$ cat config.mk
export PLATFORM = sky130hd
export DESIGN_NAME = csar_regs
export DESIGN_NICKNAME = d
export VERILOG_FILES = /design/src/verilog/csar_pkg.sv /design/src/verilog/csar_flag_cell.sv /design/src/verilog/csar_regs.sv
export SDC_FILE = /design/constraint.sdc
export NUM_CORES = 1
export LEC_CHECK = 0
export BUFFER_PORTS_ARGS = -buffer_cell sky130_fd_sc_hd__buf_2
export CORE_MARGIN = 4
export CORE_UTILIZATION = 45
export DETAILED_ROUTE_END_ITERATION = 16
export PLACE_DENSITY_LB_ADDON = 0.3
export SLEW_MARGIN = 15
export SYNTH_ARGS = -nofsm -noshare
export SYNTH_HDL_FRONTEND = slang
export SYNTH_HIERARCHICAL = 1
export SYNTH_SLANG_ARGS = --single-unit
$ cat constraint.sdc
create_clock -name i_core_clk -period 4.3 [get_ports i_core_clk]
set_input_delay 0.43 -clock i_core_clk [delete_from_list [all_inputs] [get_ports i_core_clk]]
set_output_delay 0.43 -clock i_core_clk [all_outputs]
set_load 0.01 [all_outputs]
$ cat src/verilog/csar_pkg.sv
// Constants shared by the charger state, loop status and limit flag register bank
package csar_pkg;

  // ----------------------------------------------------------------
  // Register map (serial port sub-addresses)
  // ----------------------------------------------------------------
  localparam int CSAR_REG_W = 16;
  localparam logic [7:0] CSAR_OFS_STATE = 8'h34;
  localparam logic [7:0] CSAR_OFS_LOOP = 8'h35;
  localparam logic [7:0] CSAR_OFS_FLAGS = 8'h36;
  localparam logic [15:0] CSAR_READ_UNMAPPED = 16'h0000;

  // ----------------------------------------------------------------
  // Charger state bits; the phase code equals the bit position
  // ----------------------------------------------------------------
  localparam int CSAR_ST_EQUALIZE = 10;
  localparam int CSAR_ST_ABSORB = 9;
  localparam int CSAR_ST_SUSPENDED = 8;
  localparam int CSAR_ST_PRECHARGE = 7;
  localparam int CSAR_ST_CONST_CURRENT_VOLTAGE_PHASE = 6;
  localparam int CSAR_ST_THERM_PAUSE = 5;
  localparam int CSAR_ST_TIMER_TERM = 4;
  localparam int CSAR_ST_LOW_CURRENT_TERM = 3;
  localparam int CSAR_ST_MAX_TIME_FAULT = 2;
  localparam int CSAR_ST_BAT_MISSING = 1;
  localparam int CSAR_ST_BAT_SHORTED = 0;
  localparam logic [3:0] CSAR_PH_LAST = 4'ha;
  localparam logic [15:0] CSAR_STATE_ONE = 16'h0001;
  localparam logic [15:0] CSAR_STATE_IMPL = 16'h07ff;

  // ----------------------------------------------------------------
  // Active loop bits
  // ----------------------------------------------------------------
  localparam int CSAR_LOOP_UVCL = 3;
  localparam int CSAR_LOOP_IIN = 2;
  localparam int CSAR_LOOP_ICHARGE = 1;
  localparam int CSAR_LOOP_VCHARGE = 0;

  // ----------------------------------------------------------------
  // Limit flag bits; bit 14 is reserved
  // ----------------------------------------------------------------
  localparam int CSAR_FLG_MEAS_VALID = 15;
  localparam logic [15:0] CSAR_FLAG_IMPL = 16'hbfff;

  // ----------------------------------------------------------------
  // Serial port
  // ----------------------------------------------------------------
  localparam logic [6:0] CSAR_DEV_ADDR_DEF = 7'h2a;
  localparam logic [3:0] CSAR_BITS_PER_BYTE = 4'h8;

  typedef enum logic [8:0] {
    CSAR_IDLE = 9'h001,
    CSAR_ADDR = 9'h002,
    CSAR_ACK_ADDR = 9'h004,
    CSAR_SUB = 9'h008,
    CSAR_ACK_SUB = 9'h010,
    CSAR_WR = 9'h020,
    CSAR_ACK_WR = 9'h040,
    CSAR_RD = 9'h080,
    CSAR_RD_ACK = 9'h100
  } csar_port_state_t;

endpackage

$ cat src/verilog/csar_flag_cell.sv
// One sticky limit flag: enable-gated set, software clear, set beats clear
`timescale 1ns/1ps

module csar_flag_cell (
  input wire logic i_core_clk,
  input wire logic i_reset,
  input wire logic i_set,
  input wire logic i_enable,
  input wire logic i_clear,
  output logic o_flag
);

  logic flag_q;
  logic flag_d;

  // Removing the enable drops the flag; a set in the clearing cycle survives
  assign flag_d = !i_enable ? 1'b0 : (i_set ? 1'b1 : (i_clear ? 1'b0 : flag_q));

  always_ff @(posedge i_core_clk) begin
    if (i_reset) begin
      flag_q <= 1'b0;
    end else begin
      flag_q <= flag_d;
    end
  end

  assign o_flag = flag_q;

endmodule

$ cat src/verilog/csar_regs.sv
// Charger state, active loop and sticky limit flag registers behind the serial port
`timescale 1ns/1ps

// Behaviour
// - State register is one-hot in bits 10:0, all zero for a phase code above 10; bits 15:11 read zero.
// - Bits 10..6: equalize, absorb, suspended, precharge, constant current/voltage.
// - Bits 5..3: thermistor pause, timer termination, low-current termination.
// - Bits 2..0: max charge time, missing battery, shorted battery faults.
// - Loop bits are exclusive and show only while in a charging state.
// - Bit 3 input undervoltage loop, bit 2 input current limit loop.
// - Bit 1 charge current loop, bit 0 battery voltage loop.
// - Each limit flag is gated by its bit of the enable input.
// - Writing zero to a limit flag clears it; host acknowledges that way.
// - Limit flags stay set until cleared or disabled, even if cause ends.
// - Bit 15 sets when measurement results become valid.
// - Bit 13 charge count low, bit 12 charge count high.
// - Bit 11 battery voltage low, bit 10 battery voltage high.
// - Bit 9 input voltage low, bit 8 input voltage high.
// - Bit 7 system voltage low, bit 6 system voltage high.
// - Bit 5 input current above its high limit.
// - Bit 4 battery current below its low limit.
// - Bit 3 die temperature above its high limit.
// - Bit 2 battery series resistance above its high limit.
// - Bit 1 cold battery, bit 0 hot battery from thermistor ratio.
module csar_regs
  import csar_pkg::*;
#(
  parameter logic [6:0] P_DEV_ADDR = CSAR_DEV_ADDR_DEF
) (
  input wire logic i_core_clk,
  input wire logic i_reset,
  input wire logic i_scl,
  input wire logic i_sda,
  output logic o_sda_out,
  output logic o_sda_oe,
  input wire logic [3:0] i_charge_phase,
  input wire logic i_uvcl_loop,
  input wire logic i_iin_loop,
  input wire logic i_icharge_loop,
  input wire logic i_vcharge_loop,
  input wire logic [15:0] i_limit_enable,
  input wire logic i_meas_valid,
  input wire logic i_charge_count_low,
  input wire logic i_charge_count_high,
  input wire logic i_battery_volt_low,
  input wire logic i_battery_volt_high,
  input wire logic i_input_volt_low,
  input wire logic i_input_volt_high,
  input wire logic i_system_volt_low,
  input wire logic i_system_volt_high,
  input wire logic i_input_current_high,
  input wire logic i_battery_current_low,
  input wire logic i_chip_heat,
  input wire logic i_series_resistance_high,
  input wire logic i_cold_battery,
  input wire logic i_hot_battery,
  output logic [15:0] o_charger_state_onehot,
  output logic [15:0] o_active_loop_status,
  output logic [15:0] o_measurement_limit_flags
);

  // ----------------------------------------------------------------
  // Pin synchronisers and bus event detection
  // ----------------------------------------------------------------
  logic scl_m_q, scl_s_q, scl_d_q;
  logic sda_m_q, sda_s_q, sda_d_q;

  always_ff @(posedge i_core_clk) begin
    if (i_reset) begin
      {scl_m_q, scl_s_q, scl_d_q} <= 3'h7;
      {sda_m_q, sda_s_q, sda_d_q} <= 3'h7;
    end else begin
      {scl_m_q, scl_s_q, scl_d_q} <= {i_scl, scl_m_q, scl_s_q};
      {sda_m_q, sda_s_q, sda_d_q} <= {i_sda, sda_m_q, sda_s_q};
    end
  end

  wire scl_rise = scl_s_q & ~scl_d_q;
  wire scl_fall = ~scl_s_q & scl_d_q;
  wire start_det = scl_s_q & scl_d_q & sda_d_q & ~sda_s_q;
  wire stop_det = scl_s_q & scl_d_q & ~sda_d_q & sda_s_q;

  // ----------------------------------------------------------------
  // Serial port engine: address, sub-address, low byte then high byte
  // ----------------------------------------------------------------
  csar_port_state_t state_q, state_d;
  logic [3:0] cnt_q, cnt_d;
  logic [7:0] shift_q, shift_d, sub_q, sub_d, lo_q, lo_d;
  logic [15:0] rd_word_q, rd_word_d;
  logic byte_hi_q, byte_hi_d, read_q, read_d, ack_ok_q, ack_ok_d;
  logic drive_q, drive_d, wr_stb_q, wr_stb_d;
  logic [15:0] state_reg_q, loop_reg_q, flags;

  wire byte_done = (cnt_q == CSAR_BITS_PER_BYTE);
  wire addr_hit = (shift_q[7:1] == P_DEV_ADDR);
  wire [7:0] rd_byte = byte_hi_q ? rd_word_q[15:8] : rd_word_q[7:0];
  // At a byte boundary cnt_q is 8, whose low bits select bit 7 first
  wire rd_bit = rd_byte[~cnt_q[2:0]];
  wire [15:0] wr_data = {shift_q, lo_q};
  wire sel_state = (sub_q == CSAR_OFS_STATE);
  wire sel_loop = (sub_q == CSAR_OFS_LOOP);
  wire sel_flags = (sub_q == CSAR_OFS_FLAGS);
  // Snapshot at address match so both bytes of a read come from one instant
  wire [15:0] read_mux = sel_state ? state_reg_q :
                         sel_loop ? loop_reg_q :
                         sel_flags ? flags : CSAR_READ_UNMAPPED;

  always_comb begin
    state_d = state_q;
    cnt_d = cnt_q;
    shift_d = shift_q;
    sub_d = sub_q;
    lo_d = lo_q;
    rd_word_d = rd_word_q;
    byte_hi_d = byte_hi_q;
    read_d = read_q;
    ack_ok_d = ack_ok_q;
    drive_d = drive_q;
    wr_stb_d = 1'b0;
    if (stop_det) begin
      state_d = CSAR_IDLE;
      drive_d = 1'b0;
    end else if (start_det) begin
      state_d = CSAR_ADDR;
      cnt_d = '0;
      drive_d = 1'b0;
    end else if (scl_rise) begin
      if ((state_q == CSAR_ADDR || state_q == CSAR_SUB || state_q == CSAR_WR) && !byte_done) begin
        shift_d = {shift_q[6:0], sda_s_q};
        cnt_d = cnt_q + 4'h1;
      end else if (state_q == CSAR_RD && !byte_done) begin
        cnt_d = cnt_q + 4'h1;
      end else if (state_q == CSAR_RD_ACK) begin
        ack_ok_d = ~sda_s_q;
        byte_hi_d = ~byte_hi_q;
      end
    end else if (scl_fall) begin
      unique case (state_q)
        CSAR_IDLE: begin
        end
        CSAR_ADDR: begin
          if (byte_done && addr_hit) begin
            state_d = CSAR_ACK_ADDR;
            drive_d = 1'b1;
            read_d = shift_q[0];
            rd_word_d = read_mux;
            byte_hi_d = 1'b0;
          end else if (byte_done) begin
            state_d = CSAR_IDLE;
          end
        end
        CSAR_ACK_ADDR: begin
          state_d = read_q ? CSAR_RD : CSAR_SUB;
          drive_d = read_q & ~rd_bit;
          cnt_d = '0;
        end
        CSAR_SUB: begin
          if (byte_done) begin
            sub_d = shift_q;
            state_d = CSAR_ACK_SUB;
            drive_d = 1'b1;
            byte_hi_d = 1'b0;
          end
        end
        CSAR_ACK_SUB: begin
          state_d = CSAR_WR;
          cnt_d = '0;
          drive_d = 1'b0;
        end
        CSAR_WR: begin
          if (byte_done) begin
            state_d = CSAR_ACK_WR;
            drive_d = 1'b1;
            wr_stb_d = byte_hi_q;
            lo_d = byte_hi_q ? lo_q : shift_q;
          end
        end
        CSAR_ACK_WR: begin
          state_d = CSAR_WR;
          cnt_d = '0;
          drive_d = 1'b0;
          byte_hi_d = ~byte_hi_q;
        end
        CSAR_RD: begin
          state_d = byte_done ? CSAR_RD_ACK : CSAR_RD;
          drive_d = ~byte_done & ~rd_bit;
        end
        CSAR_RD_ACK: begin
          state_d = ack_ok_q ? CSAR_RD : CSAR_IDLE;
          drive_d = ack_ok_q & ~rd_bit;
          cnt_d = '0;
        end
      endcase
    end
  end

  always_ff @(posedge i_core_clk) begin
    if (i_reset) begin
      state_q <= CSAR_IDLE;
      {cnt_q, shift_q, sub_q, lo_q, rd_word_q} <= '0;
      {byte_hi_q, read_q, ack_ok_q, drive_q, wr_stb_q} <= '0;
    end else begin
      state_q <= state_d;
      {cnt_q, shift_q, sub_q, lo_q, rd_word_q} <= {cnt_d, shift_d, sub_d, lo_d, rd_word_d};
      {byte_hi_q, read_q, ack_ok_q, drive_q, wr_stb_q} <=
        {byte_hi_d, read_d, ack_ok_d, drive_d, wr_stb_d};
    end
  end

  // Open drain: only ever pull low
  assign o_sda_out = 1'b0;
  assign o_sda_oe = drive_q;

  // ----------------------------------------------------------------
  // Charger state and active loop registers
  // ----------------------------------------------------------------
  wire phase_ok = (i_charge_phase <= CSAR_PH_LAST);
  // Encoding from a code makes two set bits impossible by construction
  wire [15:0] state_reg_d = phase_ok ? (CSAR_STATE_ONE << i_charge_phase) : '0;
  wire charging = state_reg_d[CSAR_ST_EQUALIZE] | state_reg_d[CSAR_ST_ABSORB] |
                  state_reg_d[CSAR_ST_PRECHARGE] |
                  state_reg_d[CSAR_ST_CONST_CURRENT_VOLTAGE_PHASE];
  // Fixed priority keeps the loop bits exclusive if several loops report at once
  wire loop_uvcl = charging & i_uvcl_loop;
  wire loop_iin = charging & ~i_uvcl_loop & i_iin_loop;
  wire loop_ichg = charging & ~i_uvcl_loop & ~i_iin_loop & i_icharge_loop;
  wire loop_vchg = charging & ~i_uvcl_loop & ~i_iin_loop & ~i_icharge_loop & i_vcharge_loop;
  logic [15:0] loop_reg_d;

  always_comb begin
    loop_reg_d = '0;
    loop_reg_d[CSAR_LOOP_UVCL] = loop_uvcl;
    loop_reg_d[CSAR_LOOP_IIN] = loop_iin;
    loop_reg_d[CSAR_LOOP_ICHARGE] = loop_ichg;
    loop_reg_d[CSAR_LOOP_VCHARGE] = loop_vchg;
  end

  // Serial writes never reach these two registers
  always_ff @(posedge i_core_clk) begin
    if (i_reset) begin
      state_reg_q <= '0;
      loop_reg_q <= '0;
    end else begin
      state_reg_q <= state_reg_d;
      loop_reg_q <= loop_reg_d;
    end
  end

  // ----------------------------------------------------------------
  // Sticky limit flags
  // ----------------------------------------------------------------
  logic meas_prev_q;

  always_ff @(posedge i_core_clk) begin
    if (i_reset) begin
      meas_prev_q <= 1'b0;
    end else begin
      meas_prev_q <= i_meas_valid;
    end
  end

  wire meas_rise = i_meas_valid & ~meas_prev_q;
  wire [15:0] cond = {meas_rise, 1'b0,
                      i_charge_count_low, i_charge_count_high,
                      i_battery_volt_low, i_battery_volt_high,
                      i_input_volt_low, i_input_volt_high,
                      i_system_volt_low, i_system_volt_high,
                      i_input_current_high,
                      i_battery_current_low,
                      i_chip_heat,
                      i_series_resistance_high,
                      i_cold_battery, i_hot_battery};
  wire flag_wr = wr_stb_q & sel_flags;
  // Only zero bits of the written word clear; ones leave the flag alone
  wire [15:0] flag_clr = flag_wr ? ~wr_data : '0;

  genvar gi;
  generate
    for (gi = 0; gi < CSAR_REG_W; gi++) begin : g_flag
      if (CSAR_FLAG_IMPL[gi]) begin : g_impl
        csar_flag_cell u_cell (
          .i_core_clk(i_core_clk),
          .i_reset(i_reset),
          .i_set(cond[gi]),
          .i_enable(i_limit_enable[gi]),
          .i_clear(flag_clr[gi]),
          .o_flag(flags[gi])
        );
      end else begin : g_rsvd
        assign flags[gi] = 1'b0;
      end
    end
  endgenerate

  assign o_charger_state_onehot = state_reg_q;
  assign o_active_loop_status = loop_reg_q;
  assign o_measurement_limit_flags = flags;
endmodule

# ---- Yosys cells after proc, flatten, opt, wreduce, memory -nomap -nowiden
# Cells that the tools add are included.
dict set report classes {
  mux 66
  order_cmp 2
  eq_ne 28
  n_shift 1
  reduce_logical 61
  bitwise_logic 58
  add_sub_neg 1
}
# operator count
set ops {}
lappend ops {{2-to-1 mux 16 bit} 4}
lappend ops {{one-hot mux 9 bit (7 select lines)} 1}
lappend ops {{2-to-1 mux 9 bit} 5}
lappend ops {{2-to-1 mux 1 bit} 40}
lappend ops {{OR reduction 2 bit} 19}
lappend ops {{inverter 1 bit} 34}
lappend ops {{nonzero test 2 bit} 17}
lappend ops {{AND reduction 6 bit} 5}
lappend ops {{equality test 8 x 6 -> 1 bit (second input constant)} 3}
lappend ops {{2-to-1 mux 4 bit} 6}
lappend ops {{2-to-1 mux 8 bit} 3}
lappend ops {{bitwise AND 1 bit} 19}
lappend ops {{inverter 16 bit} 1}
lappend ops {{<< shifter 1 x 4 -> 16 bit (first input constant)} 1}
lappend ops {{2-to-1 mux 11 bit} 1}
lappend ops {{equality test 9 x 2 -> 1 bit (second input constant)} 1}
lappend ops {{equality test 9 x 3 -> 1 bit (second input constant)} 1}
lappend ops {{equality test 9 x 4 -> 1 bit (second input constant)} 1}
lappend ops {{equality test 9 x 5 -> 1 bit (second input constant)} 1}
lappend ops {{equality test 9 x 6 -> 1 bit (second input constant)} 1}
lappend ops {{equality test 9 x 7 -> 1 bit (second input constant)} 1}
lappend ops {{equality test 9 x 8 -> 1 bit (second input constant)} 1}
lappend ops {{equality test 9 bit (second input constant)} 1}
lappend ops {{!= test 3 bit (second input constant)} 3}
lappend ops {{other kinds (31)} 47}
dict set report word_totals {
  out_inout_bits 50
  regBits 112
  elab_cells 255
}

# ---- Depth between registers and ports, before layout
dict set report logic_depth {
  word_depth 9
  depth_mapped 9
  mapped_depth_nobuf 8
}

# ---- Hierarchy
# The synthesis kept the hierarchy.
# mod seq_area_each_um2 cells_per_inst n_inst area_per_inst_um2
set modules_own_cells {}
lappend modules_own_cells {csar_regs 1701.6 457 1 4072.7}
lappend modules_own_cells {csar_flag_cell 20.0 4 15 40.0}

# ---- Worst setup path after synthesis
# No wires, ideal clock.
dict set report synth_timing {
  path_type {reg2reg}
  start {register state_q[6]}
  end {register state_q[7]}
  arrival_ps 2248
  slack_ps 1987
  required_ps 4235
  stages_incl_launch_ff 9
  cell_sequence {dfxtp_1 buf_6 or3_1 or3_1 or3_1 o211ai_1 buf_2 mux2_1 nor2_1}
}
dict set report synth_via {
  elab_chain_cells 4
  word_cells_on_any_way 15
  cone_classes {eq/ne (11); mux (1); reduce/logical (3)}
}
# item line
set synth_rtl {}
lappend synth_rtl {{start: declaration} csar_regs.sv:86} ;# csar_port_state_t state_q, state_d;
lappend synth_rtl {{start signal: assignment} csar_regs.sv:203} ;# state_q <= state_d;
lappend synth_rtl {{equality test 9 x 7 -> 1 bit / equality test 9 x 5 -> 1 bit (equally long branches)} csar_regs.sv:138} ;# unique case (state_q)
lappend synth_rtl {{OR reduction 2 bit (no line)} --}
lappend synth_rtl {{nonzero test 7 bit (no line)} --}
lappend synth_rtl {{AND reduction 6 bit (no line)} --}
# Parallel ways exist; a longest one is shown, timed or not.
# A chain may end at the register's enable or synchronous reset.

# ---- Worst setup path in the final report
dict set report layout_timing {
  start {register sub_q[5]}
  end {register g_flag[1].g_impl.u_cell.flag_q}
}
dict set report layout_via {
  elab_chain_cells 4
}
# item line
set layout_rtl {}
lappend layout_rtl {{start: declaration} csar_regs.sv:88} ;# logic [7:0] shift_q, shift_d, sub_q, sub_d, lo_q, lo_d;
lappend layout_rtl {{start signal: assignment} csar_regs.sv:204} ;# {cnt_q, shift_q, sub_q, lo_q, rd_word_q} <= {cnt_d, shift_d, sub_d, lo_d, rd_word_d};
lappend layout_rtl {{equality test 8 x 6 -> 1 bit} csar_regs.sv:102} ;# wire sel_flags = (sub_q == CSAR_OFS_FLAGS);
lappend layout_rtl {{bitwise AND 1 bit} csar_regs.sv:273} ;# wire flag_wr = wr_stb_q & sel_flags;
lappend layout_rtl {{2-to-1 mux 16 bit} csar_regs.sv:275} ;# wire [15:0] flag_clr = flag_wr ? ~wr_data : '0;
lappend layout_rtl {{named net flag_clr[1]} csar_regs.sv:275}
lappend layout_rtl {{nonzero test 2 bit (no line)} --}
lappend layout_rtl {{end signal: assignment} csar_flag_cell.sv:23} ;# flag_q <= flag_d;
lappend layout_rtl {{end: declaration} csar_flag_cell.sv:13} ;# logic flag_q;
# The timed path passes the listed nets, and every way through them passes these cells.

==> results.py <==
metrics = {
    "logic_synthesis": {
        "synth_edf_count": 0,
        "synthArstFlopShare_pct": 0,
        "ys_warn_count": 6,
        "synth_area_um2": 4670,
        "synth_area_per_cell_um2": 9.04,
        "synth_cell_types": 54,
        "synthFlopType": "dfxtp_1",
        "ys_seq_elements": 100,
        "ys_seq_area_share_pct": 42.8,
        "synthCells": 517,
    },
    "worst_setup_path": {
        "start_kind": "register",
        "crit_fanout": 15,
        "r2r-start": "sub_q[5]",
        "worstSetupPathType": "register to register",
        "startpoint": "sub_q[5]",
        "critPathArrivalTime_ps": 3060,
        "crit_path_max_incr_delay_ps": 580,
        "end_kind": "register",
        "path_cells": "nor4bb_1 -> nand3b_1 -> or2_2 -> inv_1 -> nand3_1 -> nor2_1 -> nor2b_1 -> o211a_1",
        "cpMaxStageDelayCell": "nand3_1",
        "required_ps": 4580,
    },
    "sta": {
        "hold_ws_ps": 249,
        "relSlewSlack_pct": 40.7,
        "fmaxAchievable_mhz": 359,
        "setup_viol": 0,
        "worst_pin_slew_ps": 886,
        "finalMaxSlewViolations": 0,
        "fin_skew_ps": 14.4,
        "finalHoldViolCount": 0,
        "tns_ps": 0,
        "timing.final.crit_share_pct": 64.8,
        "min_period_ps": 2790,
        "rsz0062_at_grt": "no",
    },
    "route": {
        "drtPass1Iterations": 5,
        "vias": 3839,
        "wl_um": 10800,
        "viasPerCell": 5.29,
        "first_iter_violations": 195,
        "wl_per_cell_um": 14.9,
        "antenna_left": 0,
        "drc_errors": 0,
    },
    "run": {
        "drv_cap": 0,
    },
    "power": {
        "p_leak_nw": 2.33,
        "peakVddDrop_mv": 0.189,
        "cellPowerDensity_nw_per_um2": 309,
    },
    "floorplan": {
        "die_area_um2": 12100,
        "start_util_pct": 46.9,
        "core_um2": 9950,
        "ios": 93,
        "die_x_um": 110,
        "dieHeight_um": 110,
        "rows": 36,
    },
    "global_routing": {
        "grt_usage_pct": 18.8,
        "grt_pass1_wl_um": 17800,
        "grt_pass1_vias": 3717,
        "antenna_found_initial": 0,
        "grt.overflow.total": 0,
        "grt_max_degree": 47,
    },
    "layout": {
        "diodes": 0,
        "layout_commonest_cell": "dfxtp_1",
        "mostFrequentLayoutCells": "dfxtp_1 (100), buf_2 (77), nor2_1 (69)",
        "drive_gt1_share_pct": 22.8,
        "nets": 637,
        "area_growth_pct": 13.0,
    },
    "clocking": {
        "clock_tree.buffer_depth": 2,
        "clock_latency_ps": 370,
        "path_clk_slew_ps": 110,
        "tritoncts": "done",
        "postCtsSetupBuffers": 0,
        "cts_sinks": 100,
        "cts_made_buffers": 9,
        "cts-resized-gates": 0,
        "cts_hold_buf": 0,
        "htreeDepth": 3,
        "cts_root_buf": "clkbuf_8",
    },
    "placement": {
        "port_buffers": 77,
        "dpl.hpwl_um": 8050,
        "gp_congestion": 0.864,
    },
    "status": {
        "status": "complete, no violations",
    },
    "hold_path": {
        "min_path_type": "input pin to register",
        "min_from": "i_sda",
    },
}
[report_power, final]
group	switching [mW]	internal, mW
logic	0.0627	0.0503
clock network	0.342	0.220
registers	0.0173	0.942
[sequential cells by signal (all words and copies together), names as in the netlist, 4 cells and up]
signal                       flops
cnt_q                            4
o_charger_state_onehot          16
lo_q                             8
sub_q                            8
g_flag.g_impl.u_cell/o_flag     15
o_active_loop_status             4
shift_q                          8
state_q                          9
rd_word_q                       16
[cells by family after synthesis]
kind of cell,count (synthesis),share of synthesized area [%]
simple gates,219,25.1
compound gates,73,10.3
other cells,1,0.0802
fa+ha+maj,6,1.61
mux,50,12.4
flops,100,42.8
xor+xnor,6,1.12
buf+inv,62,6.61
[cell type report]
class,instances,area [µm²]
Fill cell,951,4670
Clock inverter,7,61.3
Sequential cell,100,2000
Clock buffer,9,124
Inverter,24,90.1
Tap cell,133,166
Timing Repair Buffer,80,408
Multi-Input combinational cell,373,2430
[worst paths after layout]
path / depth (start not counted) / slack, ps / endpoint
min: 2 / 250 / sda_m_q
max: 8 / 1510 / g_flag[1].g_impl.u_cell/o_flag
max reg2reg: 8 / 1510 / g_flag[1].g_impl.u_cell/o_flag
min reg2reg: 1 / 420 / sda_s_q
[worst max-delay path, delay by kind of cell, from the launching register on]
family	cells	cell delay, ps
and+or+nand+nor	6	1850
AOI/OAI and AO/OA	1	200
DFF	1	350
buffers and inverters	1	290
[layer usage]
| metal | vias up | track usage, % | part of all wire (%) |
|---|---|---|---|
| met5 | - | 0 | 0 |
| li1 | 1894 | - | - |
| met4 | 0 | 6.77 | 1.6 |
| met1 | 1818 | 24.2 | 45 |
| met2 | 110 | 31.1 | 49 |
| met3 | 17 | 3.70 | 5.0 |
[per-stage QoR]
step | cells | utilization [%] | total power, mW | cell area, µm² | setup slack, ps
after detailed placement | 710 | 51.2 | 1.09 | 5100 | 1520
after floorplan | 535 | - | 1.05 | 4740 | 1990
final | 726 | 53.1 | 1.63 | 5280 | 1510
after CTS | 726 | 53.1 | 1.65 | 5280 | 1510
after global routing | 726 | 53.1 | 1.70 | 5280 | 1280
after global placement | 710 | 51.2 | 1.09 | 5100 | 1560
[synthesized netlist by cell type, types with 4 or more instances]
master / n / area (µm²)
nor3_1: 14 / 70.1
ha_1: 6 / 75.1
nand3b_1: 4 / 30.0
o21ai_0: 9 / 45.0
nand2b_1: 7 / 43.8
a21oi_1: 32 / 160
and3b_1: 4 / 35.0
nor3b_1: 5 / 37.5
or2_2: 11 / 68.8
nor2b_1: 20 / 125
nand3_1: 16 / 80.1
buf_4: 14 / 105
mux4_2: 5 / 113
mux2_2: 12 / 135
dfxtp_1: 100 / 2000
or3_1: 12 / 75.1
inv_1: 24 / 90.1
buf_2: 7 / 35.0
o211ai_1: 5 / 37.5
nand2_1: 32 / 120
clkbuf_1: 14 / 52.6
mux2i_1: 32 / 320
nor2_1: 69 / 259
o211a_1: 15 / 150
Note: power is estimated with default switching activity, not from simulation.
